**src/hw/mrt_pkg.sv**
```systemverilog
package mrt_pkg;
	localparam int MRT_W = 16;                     // Counter width
	localparam int MRT_PW = 4;                     // Prescale select width
	localparam logic [15:0] MRT_MIN = 16'h0000;     // Lowest count
	localparam logic [15:0] MRT_MAX = 16'hFFFF;     // Highest count
	localparam logic [15:0] MRT_CNT_RST = 16'h0000; // Count reset value
	localparam logic [3:0] MRT_PS_RST = 4'h0;       // Prescaler reset value
	localparam logic [3:0] MRT_BAUD_DIV = 4'hF;     // Sixteen overflows per bit
	// Count mode codes
	typedef enum logic [1:0] {
		MRT_CM_STD = 2'b00,
		MRT_CM_TOP = 2'b01,
		MRT_CM_DS1 = 2'b10,
		MRT_CM_DS2 = 2'b11
	} mrt_mode_e;
	// Configuration bundle
	typedef struct packed {
		logic runControl;
		logic counterTimerSelect;
		logic externalEventEnable;
		logic downCountEnable;
		logic txBaudSelect;
		logic rxBaudSelect;
		logic clockOutEnable;
		mrt_mode_e countModeSelect;
		logic [3:0] prescaleSelect;
	} mrt_cfg_s;
	// Flag bundle
	typedef struct packed {
		logic overflowFlag;
		logic externalFlag;
	} mrt_flags_s;
endpackage : mrt_pkg

```
**src/hw/mrt_prescaler.sv**
```systemverilog
`timescale 1ns/100ps
// Issues one tick every prescale+1 enabled cycles
module mrt_prescaler (
	input wire logic clk,
	input wire logic nrst,
	input wire logic ce,
	input wire logic run,
	input wire logic [mrt_pkg::MRT_PW-1:0] prescaleSelect,
	output logic tick
);
	import mrt_pkg::*;
	logic [MRT_PW-1:0] div_reg; // Divider count
	wire divDone = (div_reg >= prescaleSelect); // Terminal count
	// Divider restarts when stopped so first step is a full period
	always_ff @(posedge clk or negedge nrst) begin
		if (!nrst) begin
			div_reg <= MRT_PS_RST;
			tick <= 1'b0;
		end else if (ce) begin
			if (!run) begin
				div_reg <= MRT_PS_RST;
				tick <= 1'b0;
			end else begin
				div_reg <= divDone ? MRT_PS_RST : div_reg + 1'b1;
				tick <= divDone;
			end
		end
	end
endmodule : mrt_prescaler

```
**src/hw/mrt_pin_sync.sv**
```systemverilog
`timescale 1ns/100ps
// Two-stage synchroniser with falling-edge detect on the stable stage
module mrt_pin_sync (
	input wire logic clk,
	input wire logic nrst,
	input wire logic ce,
	input wire logic pinIn,
	output logic level,
	output logic fall
);
	logic meta_reg; // First stage, read only by the second
	logic sync_reg; // Second stage
	logic last_reg; // Previous stable sample
	// Pin idles high; reset to 1 avoids a false fall
	always_ff @(posedge clk or negedge nrst) begin
		if (!nrst) begin
			meta_reg <= 1'b1;
			sync_reg <= 1'b1;
			last_reg <= 1'b1;
		end else if (ce) begin
			meta_reg <= pinIn;
			sync_reg <= meta_reg;
			last_reg <= sync_reg;
		end
	end
	assign level = sync_reg;
	assign fall = last_reg & ~sync_reg;
endmodule : mrt_pin_sync

```
**src/hw/multimode_reload_timer.sv**
```systemverilog
`timescale 1ns/100ps
// Timer core: capture, reload, dual slope, baud and clock out
module multimode_reload_timer (
	input wire logic clk,
	input wire logic nrst,
	input wire logic ce,
	input wire mrt_pkg::mrt_cfg_s cfg,
	input wire logic captureMode,
	input wire logic countWrEn,
	input wire logic [15:0] countWrData,
	input wire logic reloadWrEn,
	input wire logic [15:0] reloadWrData,
	input wire logic overflowClr,
	input wire logic externalClr,
	input wire logic externalTriggerPin,
	output logic [15:0] countValue,
	output logic [15:0] reloadCapture,
	output mrt_pkg::mrt_flags_s flags,
	output logic timerIrq,
	output logic baudTick,
	output logic clockOutPin,
	output logic clockOutOe,
	output logic downCountEnableOut
);
	import mrt_pkg::*;

	logic [15:0] cnt_reg;     // Live count
	logic [15:0] cap_reg;     // Reload/capture value seen by software
	logic [15:0] top_reg;     // Active TOP, double-buffered copy
	logic ovf_reg;            // Overflow flag
	logic ext_reg;            // External flag
	logic down_count_enable_reg;           // Latched down-count enable
	logic clk_out_reg;        // Clock-out pin level
	logic [3:0] baud_reg;     // Overflow divider for serial bit rate
	logic baud_tick_reg;      // Serial bit-rate pulse
	logic irq_reg;            // Interrupt request
	logic dsDown_reg;         // Dual slope direction, 1 while down
	logic tick;               // Prescaled step
	logic trigLevel;          // Synced trigger level
	logic trigFall;           // Synced trigger falling edge

	mrt_prescaler u_pre (
		.clk(clk),
		.nrst(nrst),
		.ce(ce),
		.run(cfg.runControl),
		.prescaleSelect(cfg.prescaleSelect),
		.tick(tick)
	);

	mrt_pin_sync u_sync (
		.clk(clk),
		.nrst(nrst),
		.ce(ce),
		.pinIn(externalTriggerPin),
		.level(trigLevel),
		.fall(trigFall)
	);

	// Mode decode
	wire baudMode = cfg.txBaudSelect | cfg.rxBaudSelect;
	wire dualSlope = ~baudMode & ~captureMode &
		cfg.countModeSelect[1];
	wire topMode = cfg.countModeSelect == MRT_CM_TOP;
	// Direction pin only counts with down-count and event enable
	wire updn = ~baudMode & ~captureMode & ~dualSlope & down_count_enable_reg &
		cfg.externalEventEnable;
	wire goDown = updn & ~trigLevel;
	wire extEvent = trigFall & cfg.externalEventEnable;
	// Overflow/underflow conditions
	wire upLimit = topMode & ~captureMode & ~baudMode ?
		(cnt_reg == top_reg) : (cnt_reg == MRT_MAX);
	wire dnLimit = topMode ? (cnt_reg == MRT_MIN) :
		(cnt_reg == cap_reg);
	wire dsTop = dualSlope & ~dsDown_reg & (cnt_reg == top_reg);
	wire dsMin = dualSlope & dsDown_reg & (cnt_reg == MRT_MIN);
	wire rollUp = tick & ~dualSlope & ~goDown & upLimit;
	wire rollDn = tick & goDown & dnLimit;
	wire roll = rollUp | rollDn;
	// Flag-set terms; dual slope mode 11 flags at TOP too
	wire ovfSet = ~baudMode & (roll | (tick & dsMin) |
		(tick & dsTop & (cfg.countModeSelect == MRT_CM_DS2)));
	wire dsToggleTop = tick & dsTop;
	wire dsTurnMin = tick & dsMin;
	wire anyOvf = roll | dsToggleTop | dsTurnMin;
	// Trigger actions per mode
	wire capEvt = captureMode & ~baudMode & extEvent;
	wire rldEvt = ~captureMode & ~baudMode & ~updn & ~dualSlope &
		~topMode & extEvent;
	wire clrEvt = ~captureMode & ~baudMode & ~updn & ~dualSlope &
		topMode & extEvent;
	// Flag event pulses that may interrupt
	wire extSetEvt = extEvent & ~updn & ~dualSlope;
	wire clkOutOn = cfg.clockOutEnable & ~cfg.counterTimerSelect;

	// Next count
	logic [15:0] cnt_next;
	always_comb begin
		cnt_next = cnt_reg;
		if (countWrEn)
			cnt_next = countWrData;
		else if (rldEvt)
			cnt_next = cap_reg;
		else if (clrEvt)
			cnt_next = MRT_MIN;
		else if (tick) begin
			if (dualSlope) begin
				if (dsTop | (dsDown_reg & ~dsMin))
					cnt_next = cnt_reg - 1'b1;
				else
					cnt_next = cnt_reg + 1'b1;
			end else if (captureMode & ~baudMode)
				cnt_next = cnt_reg + 1'b1;
			else if (rollUp)
				cnt_next = topMode & ~baudMode ? MRT_MIN : cap_reg;
			else if (rollDn)
				cnt_next = topMode ? top_reg : MRT_MAX;
			else if (goDown)
				cnt_next = cnt_reg - 1'b1;
			else
				cnt_next = cnt_reg + 1'b1;
		end
	end

	// Count and reload/capture register
	always_ff @(posedge clk or negedge nrst) begin
		if (!nrst) begin
			cnt_reg <= MRT_CNT_RST;
			cap_reg <= MRT_CNT_RST;
		end else if (ce) begin
			cnt_reg <= cnt_next;
			if (capEvt)
				cap_reg <= cnt_reg;
			else if (reloadWrEn)
				cap_reg <= reloadWrData;
		end
	end

	// TOP shadow: loads at any roll outside dual slope, at MIN (dual slope) or while stopped
	wire topLoad = (~dualSlope & roll) | dsTurnMin | ~cfg.runControl;
	always_ff @(posedge clk or negedge nrst) begin
		if (!nrst)
			top_reg <= MRT_CNT_RST;
		else if (ce && topLoad)
			top_reg <= cap_reg;
	end

	// Dual slope direction state
	always_ff @(posedge clk or negedge nrst) begin
		if (!nrst)
			dsDown_reg <= 1'b0;
		else if (ce) begin
			if (!dualSlope)
				dsDown_reg <= 1'b0;
			else if (dsToggleTop)
				dsDown_reg <= 1'b1;
			else if (dsTurnMin)
				dsDown_reg <= 1'b0;
		end
	end

	// Flags: hardware set wins over software clear
	logic ext_next;
	always_comb begin
		ext_next = ext_reg;
		if (externalClr)
			ext_next = 1'b0;
		if (dualSlope)
			ext_next = dsToggleTop | (dsDown_reg & ~dsTurnMin);
		else if (updn & roll)
			ext_next = ~ext_reg;
		else if (extSetEvt)
			ext_next = 1'b1;
	end
	always_ff @(posedge clk or negedge nrst) begin
		if (!nrst) begin
			ovf_reg <= 1'b0;
			ext_reg <= 1'b0;
		end else if (ce) begin
			ovf_reg <= ovfSet | (ovf_reg & ~overflowClr);
			ext_reg <= ext_next;
		end
	end

	// Interrupt: flag set events, but none for clock-out or baud rolls
	wire irqOvf = ovf_reg & ~baudMode & ~clkOutOn;
	wire irqExt = ext_reg & ~updn & ~dualSlope;
	always_ff @(posedge clk or negedge nrst) begin
		if (!nrst)
			irq_reg <= 1'b0;
		else if (ce)
			irq_reg <= irqOvf | irqExt;
	end

	// Down-count enable latch, cleared by reset
	always_ff @(posedge clk or negedge nrst) begin
		if (!nrst)
			down_count_enable_reg <= 1'b0;
		else if (ce)
			down_count_enable_reg <= cfg.downCountEnable;
	end

	// Clock out toggles every roll; shares reload with baud
	always_ff @(posedge clk or negedge nrst) begin
		if (!nrst)
			clk_out_reg <= 1'b0;
		else if (ce) begin
			if (clkOutOn && anyOvf)
				clk_out_reg <= ~clk_out_reg;
		end
	end

	// Serial bit rate: one pulse per sixteen overflows
	always_ff @(posedge clk or negedge nrst) begin
		if (!nrst) begin
			baud_reg <= 4'h0;
			baud_tick_reg <= 1'b0;
		end else if (ce) begin
			baud_tick_reg <= baudMode & roll & (baud_reg == MRT_BAUD_DIV);
			if (baudMode && roll)
				baud_reg <= baud_reg + 1'b1;
		end
	end

	// Output registers
	always_ff @(posedge clk or negedge nrst) begin
		if (!nrst) begin
			clockOutOe <= 1'b0;
			downCountEnableOut <= 1'b0;
		end else if (ce) begin
			clockOutOe <= clkOutOn;
			downCountEnableOut <= down_count_enable_reg;
		end
	end
	assign countValue = cnt_reg;
	assign reloadCapture = cap_reg;
	assign flags = '{overflowFlag: ovf_reg, externalFlag: ext_reg};
	assign timerIrq = irq_reg;
	assign baudTick = baud_tick_reg;
	assign clockOutPin = clk_out_reg;

	// Checks
	AST_CAP_OVF: assert property (@(posedge clk) disable iff (!nrst)
		ce && tick && captureMode && !baudMode && cnt_reg == MRT_MAX &&
		!countWrEn
		|=> ovf_reg && cnt_reg == MRT_MIN)
		else $error("capture wrap missing flag");
	AST_CAP_COPY: assert property (@(posedge clk) disable iff (!nrst)
		ce && capEvt |=> cap_reg == $past(cnt_reg) && ext_reg)
		else $error("capture copy wrong");
	AST_DOWN_COUNT_ENABLE_RST: assert property (@(posedge clk) disable iff (!nrst)
		$rose(nrst) |-> !down_count_enable_reg)
		else $error("down enable not cleared");
	AST_RELOAD00: assert property (@(posedge clk) disable iff (!nrst)
		ce && rollUp && !topMode && !countWrEn && !rldEvt
		|=> cnt_reg == $past(cap_reg))
		else $error("bottom reload wrong");
	AST_CLR01: assert property (@(posedge clk) disable iff (!nrst)
		ce && clrEvt && !countWrEn |=> cnt_reg == MRT_MIN && ext_reg)
		else $error("trigger clear wrong");
	AST_BAUD_NOFLAG: assert property (@(posedge clk) disable iff (!nrst)
		ce && baudMode && roll && !ovf_reg |=> !ovf_reg)
		else $error("baud roll set flag");
	AST_UPDN_TGL: assert property (@(posedge clk) disable iff (!nrst)
		ce && updn && roll && !dualSlope |=> ext_reg != $past(ext_reg))
		else $error("17th bit not toggled");
	AST_CLKOUT: assert property (@(posedge clk) disable iff (!nrst)
		ce && clkOutOn && anyOvf |=> clockOutPin != $past(clockOutPin))
		else $error("clock out missed toggle");
	AST_DS_DIR: assert property (@(posedge clk) disable iff (!nrst)
		ce && dualSlope && !externalClr |=> ext_reg == dsDown_reg)
		else $error("direction flag wrong");
	// Mode 11 flags at TOP as well as at MIN
	AST_DS2_TOP: assert property (@(posedge clk) disable iff (!nrst)
		ce && dsToggleTop && cfg.countModeSelect == MRT_CM_DS2 |=> ovf_reg)
		else $error("mode 11 top flag missing");
	// Mode 10 stays quiet at TOP
	AST_DS1_TOP: assert property (@(posedge clk) disable iff (!nrst)
		ce && dsToggleTop && cfg.countModeSelect == MRT_CM_DS1 &&
		!ovf_reg |=> !ovf_reg)
		else $error("mode 10 flagged at top");
	// Shadow TOP only moves on its load condition
	AST_TOP_HOLD: assert property (@(posedge clk) disable iff (!nrst)
		ce && !topLoad |=> top_reg == $past(top_reg))
		else $error("top shadow moved early");
	// Down count past BOTTOM reloads MAX and flags
	AST_UNDER00: assert property (@(posedge clk) disable iff (!nrst)
		ce && rollDn && !topMode && !countWrEn
		|=> cnt_reg == MRT_MAX && ovf_reg)
		else $error("bottom underflow wrong");
	// Sixteenth baud roll gives the bit-rate pulse
	AST_BAUD_DIV: assert property (@(posedge clk) disable iff (!nrst)
		ce && baudMode && roll && baud_reg == MRT_BAUD_DIV |=> baudTick)
		else $error("baud pulse missing");
	// Direction flag never requests service
	AST_EXT_NOIRQ: assert property (@(posedge clk) disable iff (!nrst)
		ce && (updn || dualSlope) && !irqOvf |=> !timerIrq)
		else $error("direction flag raised request");
	COV_CAPTURE: cover property (@(posedge clk) capEvt);
	COV_DS_TOP: cover property (@(posedge clk) dsToggleTop);
	COV_UNDER: cover property (@(posedge clk) rollDn);
	COV_BAUD: cover property (@(posedge clk) baud_tick_reg);
endmodule : multimode_reload_timer

```
**config.mk**
```make
export PLATFORM = sky130hd
export DESIGN_NAME = multimode_reload_timer
export DESIGN_NICKNAME = d
export VERILOG_FILES = /design/src/hw/mrt_pkg.sv /design/src/hw/mrt_prescaler.sv /design/src/hw/mrt_pin_sync.sv /design/src/hw/multimode_reload_timer.sv
export SDC_FILE = /design/constraint.sdc
export NUM_CORES = 1
export LEC_CHECK = 0
export BUFFER_PORTS_ARGS = -buffer_cell sky130_fd_sc_hd__buf_2
export CAP_MARGIN = 5
export CORE_ASPECT_RATIO = 0.8
export CORE_MARGIN = 3
export CORE_UTILIZATION = 55
export CTS_BUF_LIST = sky130_fd_sc_hd__clkbuf_16
export DETAILED_ROUTE_END_ITERATION = 10
export HOLD_SLACK_MARGIN = 0.05
export PLACE_DENSITY = 0.82
export SYNTH_ARGS = -nofsm -noshare
export SYNTH_HDL_FRONTEND = slang
export SYNTH_SLANG_ARGS = --single-unit
```
**constraint.sdc**
```tcl
create_clock -name clk -period 3.3 [get_ports clk]
set_clock_uncertainty 0.05 [all_clocks]
set_input_delay 0.66 -clock clk [delete_from_list [all_inputs] [get_ports clk]]
set_output_delay 0.66 -clock clk [all_outputs]
set_load 0.02 [all_outputs]
```
==> implementation parameters <==
Parameter                              Value

Status
  Run status    complete, no violations

Placement
  Post-DP HPWL    17,400 um
  Count of buffers inserted at the top-level ports    92
  Final GP Congestion    1.05

Yosys
  Library cell with the largest summed area after synthesis    sky130_fd_sc_hd__dfrtp_1
  Number of synthesis warnings    0
  Async set-reset flop share out of synthesis    100%
  Post-synthesis instance area    0.00596 sq mm
  Post-Synthesis Mean Instance Area    8.17 sq um
  Ranking of synthesized cells by area    sky130_fd_sc_hd__dfrtp_1 (28%), sky130_fd_sc_hd__xnor2_1 (5.9%), sky130_fd_sc_hd__o21ai_0 (4.9%)
  Number of flops mapped to enable cells by yosys    0
  Distinct cell type count of the synthesized netlist    74
  Net Count, Synth    792
  Seq cells post-synth    69
  Sequential-to-total area share from yosys stat    29.0%
  Most used flip-flop cell after synthesis    sky130_fd_sc_hd__dfrtp_1
  Share of the synthesized area in the top cell type    27.7%
  Cells after synthesis    729

Clock network
  Clock latency of the later-clocked register in the worst-skew pair    0.34 ns
  CTS root buf    sky130_fd_sc_hd__clkbuf_16
  Number of H-tree levels    3
  Number of gates given a new drive strength after cts    0
  Post-cts hold buffer count    0
  Clock slew seen by the registers of the worst setup and hold paths    0.06 ns
  Sink count of the clock tree    69
  Total clock buffers created by CTS    9
  Post CTS Setup Buffer Count    0
  Clock tree from TritonCTS    yes
  Maximum count of clock buffers along a single path    2

Global routing
  Grt total ovfl    0
  Antenna violations before repair    0
  Global-route wire length before repair    36,000 um
  Pin count of the biggest net entering global routing    39
  Via count of the first global-routing pass    6,404
  All-Layer GR Usage    38.7%

Power and ir drop
  Leakage    3.01 nW
  Maximum resistive drop on vdd    0.360 mV
  PwrDens    537 mW/mm^2

Setup path
  Critical path start-end classification    reg -> reg
  Data required time at the worst endpoint    3.46 ns
  Reg-to-Reg Start    countValue[5]
  WP data arrival    3.22 ns
  Reg-to-reg slack, setup    0.24 ns
  Critical Path Sink Type    flop
  Maximum fanout along the worst path    16
  Startpoint Class    flop
  Worst setup startpoint    countValue[5]

Floorplan
  # rows    33
  Core area    0.0104 sq mm
  Initial Utilization    57.3%
  Top-level port count    93
  Die height    99.1 um
  Die footprint    0.0121 sq mm
  Die width    122 um

STA
  Fmax achieved    327 MHz
  Min cycle time layout    3.06 ns
  Final clock period utilization by the worst path    92.6%
  Total Neg Setup Slack    0 ns
  Worst-margin pin slew    1.11 ns
  Final-layout worst hold slack    0.156 ns
  Final hold violations    0
  Worst slew margin    25.4%
  Setup repair after global routing missed its margin    no
  Final Slew Violations    0
  Final setup violating endpoints    0

Routing
  Drt first-iter violations    865
  1st-pass router iterations    6
  Routed wire length    23,300 um
  Wire length per cell    23.8 um
  Vias post-DR    6,659
  Antenna viol nets, final    0
  DRC violations left    0
  Avg Vias per Cell    6.81

Worst hold path
  Hold/Removal Path Class    in -> async

Final layout
  Layout overhead on the synthesized area    20.6%
  Nets    897
  Antenna Cells    0
  Layout cell share with drive strength beyond 1    25.1%

Run
  Number of violations of the max-capacitance limit    0
==> metal layers <==
metal	routed length, um	track usage, %	up-vias	part of all wire, %
met5	0	0	-	0
met2	10100	58.6	512	43
met1	9160	53.6	3147	39
met4	1130	14.8	0	4.8
met3	2910	9.44	125	13
li1	-	-	2875	-
==> report_power, final <==
part | internal, mW | total (mW) | leakage (nW) | switching (mW)
clock | 0.812 | 1.20 | 0.172 | 0.388
combinational | 0.585 | 1.41 | 1.99 | 0.830
sequential | 0.984 | 1.25 | 0.843 | 0.261
total | 2.38 | 3.86 | 3.01 | 1.48
==> cells in the mapped netlist (13+ instances only) <==
cell type,count
sky130_fd_sc_hd__nand3_1,38
sky130_fd_sc_hd__a21oi_1,48
sky130_fd_sc_hd__mux2i_1,24
sky130_fd_sc_hd__inv_1,18
sky130_fd_sc_hd__o21ai_0,58
sky130_fd_sc_hd__clkbuf_1,34
sky130_fd_sc_hd__nor3_1,19
sky130_fd_sc_hd__dfrtp_1,66
sky130_fd_sc_hd__xor2_1,23
sky130_fd_sc_hd__nor2_1,47
sky130_fd_sc_hd__nand4_1,13
sky130_fd_sc_hd__xnor2_1,40
sky130_fd_sc_hd__nand2_1,75
==> cells in the final DEF, fill, tap and decap left out, drive strengths merged, types with 5 or more instances in the layout <==
cell / count
inv: 18
a211oi: 10
a21oi: 48
and3: 6
a211o: 6
nor4: 14
dfrtp: 66
nand3b: 12
nand2b: 9
ha: 9
nand3: 38
mux2i: 24
o211ai: 9
nand2: 76
or3: 6
clkbuf: 9
mux2: 22
o22ai: 6
buf: 149
o31ai: 6
and2: 6
a31oi: 9
nand4: 14
nor2: 49
xor2: 23
o221ai: 5
nor3: 21
o21ai: 61
xnor2: 40
==> per-stage QoR <==
stage                     cells  area (sq um)  power [mW]  utilization (%)  setup WS [ns]
final                       978          7190        3.86             69.1          0.243
after global routing        978          7190        4.02             69.1          0.113
after CTS                   978          7190        3.81             69.1          0.358
after detailed placement    963          6830        2.61             65.6         0.0890
after global placement      963          6830        2.59             65.6          0.174
after floorplan             729          5960        2.11                -          0.401
==> critical path: stages, from the launching register on <==
cell and delay [ns]:
sky130_fd_sc_hd__dfrtp_1 0.53, sky130_fd_sc_hd__xnor2_1 0.38, sky130_fd_sc_hd__nand4_1 0.19, sky130_fd_sc_hd__nor4_4 0.27
sky130_fd_sc_hd__buf_4 0.28, sky130_fd_sc_hd__a21oi_1 0.26, sky130_fd_sc_hd__a221oi_1 0.57, sky130_fd_sc_hd__nand3_1 0.13
sky130_fd_sc_hd__a21oi_1 0.18, sky130_fd_sc_hd__a211oi_1 0.08
==> logic make-up after synthesis <==
family,Yosys count,share of synthesized area [%]
mux,46,8.82
buf+inv,73,5.33
flops,69,29.0
xor+xnor,63,9.26
simple gates,271,24.0
compound gates,198,21.6
fa+ha+maj,9,1.89
==> final timing paths <==
kind	end	depth (start not counted)
min in group clk	clockOutPin	1
max in group asynchronous	reloadCapture[7]	2
worst max-delay path	countValue[13]	9
worst min-delay path	baud_reg[0]	1
worst max register to register	countValue[13]	9
worst min register to register	clockOutPin	1
==> final cells by class <==
type | instances | area, sq um
Inverter | 18 | 67.6
Tap cell | 140 | 175
Clock inverter | 6 | 136
Sequential cell | 69 | 1730
Timing Repair Buffer | 149 | 926
Clock buffer | 9 | 225
Multi-Input combinational cell | 587 | 3930
Fill cell | 919 | 3220
Note: power is estimated with default switching activity, not from simulation.
